## config.mk

```make
export PLATFORM = sky130hd
export DESIGN_NAME = sfc_host_flat
export DESIGN_NICKNAME = d
export VERILOG_FILES = /design/src/logic/sfc_pkg.sv /design/src/logic/sfc_link_if.sv /design/src/logic/sfc_host.sv /design/src/flat_wrapper.sv
export SDC_FILE = /design/constraint.sdc
export NUM_CORES = 1
export LEC_CHECK = 0
export ABC_CLOCK_PERIOD_IN_PS = 4200
export BUFFER_PORTS_ARGS = -buffer_cell sky130_fd_sc_hd__buf_4
export CAP_MARGIN = 10
export CORE_MARGIN = 5
export CORE_UTILIZATION = 50
export DETAILED_ROUTE_END_ITERATION = 16
export HOLD_SLACK_MARGIN = 0.03
export PLACE_DENSITY_LB_ADDON = 0.3
export SYNTH_ARGS = -nofsm -noshare
export SYNTH_HDL_FRONTEND = slang
export SYNTH_SLANG_ARGS = --single-unit
```

## constraint.sdc

```tcl
create_clock -name ref_clk -period 4.2 [get_ports ref_clk]
set_input_delay 0.63 -clock ref_clk [delete_from_list [all_inputs] [get_ports ref_clk]]
set_output_delay 0.63 -clock ref_clk [all_outputs]
set_load 0.02 [all_outputs]
```

## src/logic/sfc_pkg.sv

```systemverilog
// Shared constants, types and CRC helpers of the sensor frame link.
package sfc_pkg;
    // Frame layout.
    localparam int FRAME_BITS = 32;
    localparam logic [5:0] FRAME_BITS_CNT = 6'h20;
    localparam int CMD_HI = 31;
    localparam int CMD_LO = 28;
    localparam int CRC_HI = 7;
    localparam logic [1:0] ST_SPI_ERROR = 2'h3;
    localparam logic [1:0] SF_SPI_ERROR = 2'h3;
    // Reserved command codes.
    localparam logic [3:0] CMD_RSVD_0 = 4'h0;
    localparam logic [3:0] CMD_RSVD_2 = 4'h2;
    localparam logic [3:0] CMD_RSVD_4 = 4'h4;
    localparam logic [3:0] CMD_RSVD_6 = 4'h6;
    localparam logic [3:0] CMD_RSVD_A = 4'ha;
    localparam logic [3:0] CMD_RSVD_E = 4'he;
    // CRC x^8 + x^5 + x^3 + x^2 + x + 1 and seed selection.
    localparam logic [7:0] CRC_POLY = 8'h2f;
    localparam logic [7:0] CRC_SEED_FULL = 8'hff;
    localparam logic [3:0] CRC_SEED_HIGH = 4'hf;
    localparam logic [3:0] SEED_NIBBLE_ZERO = 4'h0;
    // Link timing.
    localparam int CLK_PERIOD_NS = 8;
    localparam int LINK_PERIOD_NS = 80;
    localparam int HALF_CYCLES_INT = LINK_PERIOD_NS / (2 * CLK_PERIOD_NS);
    localparam logic [2:0] HALF_CYCLES = HALF_CYCLES_INT[2:0];
    // Controller register offsets.
    localparam logic [7:0] REG_CTRL = 8'h00;
    localparam logic [7:0] REG_CMD = 8'h04;
    localparam logic [7:0] REG_RESP = 8'h08;
    localparam logic [7:0] REG_STATUS = 8'h0c;
    localparam logic [7:0] REG_INT_STAT = 8'h10;
    localparam logic [7:0] REG_INT_MASK = 8'h14;
    localparam int INT_FRAME_DONE = 0;
    localparam int INT_RESP_CRC_ERR = 1;

    typedef enum logic [2:0] {
        KIND_ERROR = 3'b001,
        KIND_DATA = 3'b010,
        KIND_RSVD = 3'b100
    } sfc_kind_type;

    function automatic logic [7:0] crc_seed(input logic [3:0] nibble);
        crc_seed = (nibble == SEED_NIBBLE_ZERO) ? CRC_SEED_FULL : {CRC_SEED_HIGH, nibble};
    endfunction

    // Non-direct serial CRC: bits rotate into the LSB, MSB first.
    function automatic logic [7:0] crc8_frame(input logic [7:0] seed, input logic [31:0] frame);
        logic [7:0] c;
        c = seed;
        for (int i = FRAME_BITS - 1; i >= 0; i--) begin
            c = {c[6:0], frame[i]} ^ (c[7] ? CRC_POLY : 8'h00);
        end
        crc8_frame = c;
    endfunction

    function automatic logic is_reserved(input logic [3:0] cmd);
        is_reserved = (cmd == CMD_RSVD_0) || (cmd == CMD_RSVD_2) || (cmd == CMD_RSVD_4) ||
            (cmd == CMD_RSVD_6) || (cmd == CMD_RSVD_A) || (cmd == CMD_RSVD_E);
    endfunction
endpackage

```

## src/logic/sfc_link_if.sv

```systemverilog
// Four-wire link between the controller end and the sensor end.
interface sfc_link_if;
    logic sclk;
    logic cs_n;
    logic mosi;
    logic miso;
    logic miso_oe;

    modport device (
        input sclk,
        input cs_n,
        input mosi,
        output miso,
        output miso_oe
    );

    modport host (
        output sclk,
        output cs_n,
        output mosi,
        input miso,
        input miso_oe
    );
endinterface

```

## src/logic/sfc_host.sv

```systemverilog
// Controller end: APB registers, frame sequencer with divided link clock, CRC generation and check.
//
// The APB interface to the registers and the register offsets were decided locally.
module sfc_host import sfc_pkg::*; (
    // Clock and reset
    input wire logic ref_clk,
    input wire logic sys_rst,
    // APB slave
    input wire logic psel,
    input wire logic penable,
    input wire logic pwrite,
    input wire logic [7:0] paddr,
    input wire logic [31:0] pwdata,
    output logic [31:0] prdata,
    output logic pready,
    output logic pslverr,
    // Interrupt
    output logic irq,
    // Link
    sfc_link_if.host link
);
    typedef enum logic [4:0] {
        HS_IDLE = 5'b00001,
        HS_LEAD = 5'b00010,
        HS_HIGH = 5'b00100,
        HS_LOW = 5'b01000,
        HS_GAP = 5'b10000
    } sfc_hstate_type;

    sfc_hstate_type st_reg;
    sfc_hstate_type st_next;
    logic [2:0] div_reg;
    logic [2:0] div_next;
    logic [5:0] bit_reg;
    logic [5:0] bit_next;
    logic [31:0] tx_reg;
    logic [31:0] tx_next;
    logic [31:0] rx_reg;
    logic [31:0] rx_next;
    logic [31:0] resp_reg;
    logic [31:0] resp_next;
    logic resp_ok_reg;
    logic resp_ok_next;
    logic sclk_reg;
    logic sclk_next;
    logic cs_reg;
    logic cs_next;
    logic mosi_reg;
    logic mosi_next;
    logic [3:0] seed_reg;
    logic [3:0] seed_next;
    logic [1:0] int_reg;
    logic [1:0] int_next;
    logic [1:0] mask_reg;
    logic [1:0] mask_next;
    logic irq_reg;
    logic irq_next;
    logic [31:0] prdata_reg;
    logic [31:0] prdata_next;
    logic pready_reg;
    logic pready_next;
    logic pslverr_reg;
    logic pslverr_next;
    logic miso_s1_reg;
    logic miso_s2_reg;

    logic wr;
    logic rd;
    logic half_end;
    logic [23:0] cmd_body;
    logic [1:0] ev;

    always_ff @(posedge ref_clk) begin
        if (sys_rst) begin
            miso_s1_reg <= 1'b0;
            miso_s2_reg <= 1'b0;
        end else begin
            miso_s1_reg <= link.miso;
            miso_s2_reg <= miso_s1_reg;
        end
    end

    always_comb begin
        wr = psel && penable && pready_reg && pwrite;
        rd = psel && penable && pready_reg && !pwrite;
        half_end = (div_reg == HALF_CYCLES - 3'h1);
        cmd_body = pwdata[31:8];
        st_next = st_reg;
        div_next = half_end ? 3'h0 : div_reg + 3'h1;
        bit_next = bit_reg;
        tx_next = tx_reg;
        rx_next = rx_reg;
        resp_next = resp_reg;
        resp_ok_next = resp_ok_reg;
        sclk_next = sclk_reg;
        cs_next = cs_reg;
        mosi_next = mosi_reg;
        seed_next = seed_reg;
        mask_next = mask_reg;
        ev = 2'b00;
        unique case (st_reg)
            HS_IDLE: begin
                div_next = 3'h0;
                if (wr && paddr == REG_CMD) begin
                    tx_next = {cmd_body, crc8_frame(crc_seed(seed_reg), {cmd_body, 8'h00})};
                    mosi_next = cmd_body[23];
                    cs_next = 1'b0;
                    bit_next = 6'h00;
                    st_next = HS_LEAD;
                end
            end
            HS_LEAD: begin
                if (half_end) begin
                    sclk_next = 1'b1;
                    st_next = HS_HIGH;
                end
            end
            HS_HIGH: begin
                if (half_end) begin
                    rx_next = {rx_reg[30:0], miso_s2_reg};
                    tx_next = {tx_reg[30:0], 1'b0};
                    mosi_next = tx_reg[FRAME_BITS - 2];
                    sclk_next = 1'b0;
                    bit_next = bit_reg + 6'h01;
                    st_next = HS_LOW;
                end
            end
            HS_LOW: begin
                if (half_end) begin
                    if (bit_reg == FRAME_BITS_CNT) begin
                        cs_next = 1'b1;
                        mosi_next = 1'b0;
                        resp_next = rx_reg;
                        resp_ok_next = (crc8_frame(crc_seed(seed_reg), rx_reg) == 8'h00);
                        ev[INT_FRAME_DONE] = 1'b1;
                        ev[INT_RESP_CRC_ERR] = (crc8_frame(crc_seed(seed_reg), rx_reg) != 8'h00);
                        st_next = HS_GAP;
                    end else begin
                        sclk_next = 1'b1;
                        st_next = HS_HIGH;
                    end
                end
            end
            HS_GAP: begin
                if (half_end) begin
                    st_next = HS_IDLE;
                end
            end
            default: begin
                st_next = HS_IDLE;
            end
        endcase
        if (wr && paddr == REG_CTRL) begin
            seed_next = pwdata[3:0];
        end
        if (wr && paddr == REG_INT_MASK) begin
            mask_next = pwdata[1:0];
        end
        // Events win over the clearing read.
        int_next = ((rd && paddr == REG_INT_STAT) ? 2'b00 : int_reg) | ev;
        irq_next = |(int_next & mask_next);
        pready_next = psel && !penable;
        pslverr_next = 1'b0;
        prdata_next = 32'h0000_0000;
        if (psel && !penable) begin
            unique case (paddr)
                REG_CTRL: prdata_next = {28'h000_0000, seed_reg};
                REG_CMD: prdata_next = {tx_reg[31:8], 8'h00};
                REG_RESP: prdata_next = resp_reg;
                REG_STATUS: prdata_next = {30'h000_0000, resp_ok_reg, (st_reg != HS_IDLE)};
                REG_INT_STAT: prdata_next = {30'h000_0000, int_reg | ev};
                REG_INT_MASK: prdata_next = {30'h000_0000, mask_reg};
                default: pslverr_next = 1'b1;
            endcase
        end
    end

    always_ff @(posedge ref_clk) begin
        if (sys_rst) begin
            st_reg <= HS_IDLE;
            div_reg <= 3'h0;
            bit_reg <= 6'h00;
            tx_reg <= 32'h0000_0000;
            rx_reg <= 32'h0000_0000;
            resp_reg <= 32'h0000_0000;
            resp_ok_reg <= 1'b0;
            sclk_reg <= 1'b0;
            cs_reg <= 1'b1;
            mosi_reg <= 1'b0;
            seed_reg <= 4'h0;
            int_reg <= 2'b00;
            mask_reg <= 2'b00;
            irq_reg <= 1'b0;
            prdata_reg <= 32'h0000_0000;
            pready_reg <= 1'b0;
            pslverr_reg <= 1'b0;
        end else begin
            st_reg <= st_next;
            div_reg <= div_next;
            bit_reg <= bit_next;
            tx_reg <= tx_next;
            rx_reg <= rx_next;
            resp_reg <= resp_next;
            resp_ok_reg <= resp_ok_next;
            sclk_reg <= sclk_next;
            cs_reg <= cs_next;
            mosi_reg <= mosi_next;
            seed_reg <= seed_next;
            int_reg <= int_next;
            mask_reg <= mask_next;
            irq_reg <= irq_next;
            prdata_reg <= prdata_next;
            pready_reg <= pready_next;
            pslverr_reg <= pslverr_next;
        end
    end

    assign link.sclk = sclk_reg;
    assign link.cs_n = cs_reg;
    assign link.mosi = mosi_reg;
    assign prdata = prdata_reg;
    assign pready = pready_reg;
    assign pslverr = pslverr_reg;
    assign irq = irq_reg;
endmodule

```

## src/flat_wrapper.sv

```systemverilog
// flat-port wrapper written by rule: the top's interface ports become plain ports
module sfc_host_flat import sfc_pkg::*;
  (ref_clk, sys_rst, psel, penable, pwrite, paddr, pwdata, prdata, pready, pslverr, irq, link_sclk, link_cs_n, link_mosi, link_miso, link_miso_oe);
  sfc_link_if link_i ();
  input wire logic ref_clk;
  input wire logic sys_rst;
  input wire logic psel;
  input wire logic penable;
  input wire logic pwrite;
  input wire logic [7:0] paddr;
  input wire logic [31:0] pwdata;
  output logic [31:0] prdata;
  output logic pready;
  output logic pslverr;
  output logic irq;
  output wire logic [$bits(link_i.sclk)-1:0] link_sclk;
  output wire logic [$bits(link_i.cs_n)-1:0] link_cs_n;
  output wire logic [$bits(link_i.mosi)-1:0] link_mosi;
  input wire logic [$bits(link_i.miso)-1:0] link_miso;
  input wire logic [$bits(link_i.miso_oe)-1:0] link_miso_oe;
  assign link_sclk = link_i.sclk;
  assign link_cs_n = link_i.cs_n;
  assign link_mosi = link_i.mosi;
  assign link_i.miso = link_miso;
  assign link_i.miso_oe = link_miso_oe;
  sfc_host u_core (.ref_clk(ref_clk), .sys_rst(sys_rst), .psel(psel), .penable(penable), .pwrite(pwrite), .paddr(paddr), .pwdata(pwdata), .prdata(prdata), .pready(pready), .pslverr(pslverr), .irq(irq), .link(link_i));
endmodule
```

==> flow_metrics.py <==
metrics = {
    "run_status": {
        "status": "finished, final reports clean",
    },
    "placed_design": {
        "gp_congestion": 0.874,
        "post-place-ws_ps": 514,
        "portBuffers": 79,
        "place_area_um2": 8960,
        "hpwl_um": 13700,
    },
    "floorplan": {
        "die_x_um": 138,
        "fp.dieH_um": 138,
        "initial_utilization": 0.513,
        "io_pins": 85,
        "die_area_um2": 19100,
        "rows": 46,
        "coreArea_um2": 16000,
    },
    "worst_hold_path": {
        "worstHoldPathType": "register to register",
        "hold_start": "u_core.miso_s2_reg",
        "whs_path_depth": 2,
        "min_delay_worst_endpoint": "u_core.rx_reg[0]",
    },
    "yosys": {
        "synthCells": 917,
        "ys_ff_latch": 159,
        "synthFlopType": "dfxtp_1",
        "syn_nets": 968,
        "ys_seq_area_frac": 0.388,
        "syn_area_um2": 8210,
        "yosysMostFrequentCell": "nand2_1",
        "yosys-top-cells-area": "dfxtp_1 (39%), xnor2_1 (9.4%), nand2_1 (7.8%)",
        "ys_warn_count": 0,
        "yosysTopAreaCellShare": 0.388,
        "yosysUniqueCellTypes": 53,
        "async_flop_share": 0,
        "syn_avg_cell_area_um2": 8.96,
        "yosysTopAreaCell": "dfxtp_1",
        "synth_common_cells": "nand2_1 (170), dfxtp_1 (159), a21oi_1 (90)",
        "synth_edf_count": 0,
    },
    "critical_path": {
        "reg2reg_to": "u_core.prdata[1]",
        "r2r_cells": 11,
        "end_kind": "register",
        "rr_startpoint": "u_core.seed_reg[2]",
        "rrSetupSlack_ps": 490,
        "crit_chain": "xor2_2 > xnor3_2 > xnor3_2 > xor2_4 > xnor3_1 > xor2_1 > mux2i_1 > o2bb2ai_2 > a31oi_2 > o21ai_1 > a21oi_1",
        "path_max_fanout": 5,
        "crit_type": "register to register",
        "worstSetupStartpointType": "register",
        "max_stage_delay_ps": 500,
        "critPathArrivalTime_ps": 4040,
        "cp_slowest_cell": "xnor3_2",
        "cp_common_cell": "xnor3_2",
        "cp.required_ps": 4530,
    },
    "timing": {
        "finClkSkew_ps": 7.62,
        "final.period_utilization": 0.884,
        "tightest_slew_ps": 1000,
        "setup_viol": 0,
        "rsz0062_at_grt": "no",
        "maxSlewHeadroom": 0.330,
        "tns_ps": 0,
        "setup_slack_ps": 486,
        "slew_violations": 0,
        "fmax_ghz": 0.269,
        "finalCriticalPeriod_ps": 3710,
        "hold_viol_final": 0,
    },
    "clocking": {
        "post_cts_buffers": 0,
        "htreeDepth": 4,
        "clk_latency_ps": 420,
        "cts_buffer_depth": 2,
        "tritoncts": "done",
        "path_clk_slew_ps": 70,
        "clock-sinks": 159,
        "cts_buffers": 17,
        "hold_buffers": 0,
        "clockRootBuffer": "clkbuf_16",
        "cts_resized": 0,
    },
    "layout": {
        "stdcell_area_um2": 9560,
        "nets": 1020,
        "utilization": 0.597,
        "drive_above_1_share": 0.155,
        "antenna_cells": 0,
        "syn2layout_area_growth_pct": 16.3,
    },
    "drt": {
        "initialDrtViolationCount": 464,
        "drc": 0,
        "drt_wl_total_um": 19200,
        "drt-pass1-iter-count": 5,
        "wl_per_cell_um": 16.1,
        "num_vias": 6456,
        "ant_nets": 0,
        "viasPerCell": 5.39,
    },
    "global_routing": {
        "globalRouteTotalUtil": 0.199,
        "grt_pass1_wl_um": 31500,
        "grt_pass1_vias": 6085,
        "grt_max_degree": 98,
        "antenna_found_initial": 0,
        "grt_overflow": 0,
    },
    "power_and_ir_drop": {
        "p_int_uw": 2880,
        "p_comb_frac": 0.222,
        "p_per_area_nw_per_um2": 412,
        "p_total_uw": 3940,
        "switchingPower_uw": 1050,
        "p_sw_frac": 0.267,
        "irDropWorstVdd_uv": 311,
        "p_seq_frac": 0.384,
        "power_frac_clock": 0.394,
        "power_leakage_uw": 0.00374,
    },
    "job": {
        "cap_violations": 0,
    },
}
worst max-delay path by stage:
stage / start / end / slack (ps) / cells after the start
after floorplan: pwdata[31] / u_core.tx_reg[6] / 760 / 12
after global placement: pwdata[31] / u_core.tx_reg[6] / 570 / 12
after detailed placement: pwdata[31] / u_core.tx_reg[6] / 510 / 12
after CTS: u_core.seed_reg[2] / u_core.prdata[1] / 500 / 11
after global routing: u_core.seed_reg[2] / u_core.irq / 300 / 11
final: u_core.seed_reg[2] / u_core.prdata[1] / 490 / 11
per-stage QoR:
step,instances,hold WS (ps)
after floorplan,917,414
after global placement,1166,433
after detailed placement,1166,432
after CTS,1198,424
after global routing,1198,421
final,1198,432
cells in the final DEF (no fill, tap or decap), types with 5 or more instances in the layout:
| cell type | instances |
|---|---|
| nand2_1 | 169 |
| buf_4 | 94 |
| a211oi_1 | 25 |
| dfxtp_1 | 159 |
| and3_1 | 6 |
| nor3_1 | 15 |
| nand3_1 | 8 |
| xnor2_1 | 88 |
| nor2_1 | 84 |
| inv_6 | 6 |
| o21ai_0 | 6 |
| mux2i_1 | 28 |
| inv_1 | 12 |
| a22oi_1 | 29 |
| a21oi_1 | 90 |
| xor3_1 | 5 |
| clkbuf_16 | 17 |
| xnor3_1 | 24 |
| xor2_1 | 34 |
routing by layer:
metal,share of wire,track usage,vias up
met3,0.040,0.0479,29
met5,0,0,-
met4,0.016,0.0530,0
met2,0.48,0.320,129
met1,0.47,0.270,3104
li1,-,-,3194
layout make-up:
class                           instances  area, um^2
Fill cell                            1420        6440
Multi-Input combinational cell        685        4760
Sequential cell                       159        3180
Timing Repair Buffer                   94         706
Clock buffer                           18         439
Tap cell                              216         270
Clock inverter                         14         155
Inverter                               12        45.0
logic make-up (layout without fill, tap and decap cells):
logic type / Yosys count / in the layout / synth area share
AOI/OAI and AO/OA: 171 / 171 / 0.129
xor gates and xnor gates: 163 / 163 / 0.243
adders and majority gates: 4 / 4 / 0.00609
buffers and inverters: 73 / 138 / 0.0363
DFF: 159 / 159 / 0.388
muxes: 29 / 29 / 0.0355
and+or+nand+nor: 318 / 318 / 0.162
worst max-delay path: cells and delay by family, from the launching register on:
kind / cells / cell delay, ps
DFF: 1 / 370
xor gates and xnor gates: 6 / 2400
AOI/OAI and AO/OA: 4 / 690
muxes: 1 / 160
power groups by stage:
stage / logic, uW / registers [uW] / clock network [uW]
2_1_floorplan: 746 / 1540 / 0
3_3_place_gp: 873 / 1540 / 0
3_5_place_dp: 878 / 1540 / 0
4_1_cts: 882 / 1510 / 1570
5_1_grt: 947 / 1510 / 1650
6_report: 874 / 1510 / 1550
Power figures use the tool's default switching activity.
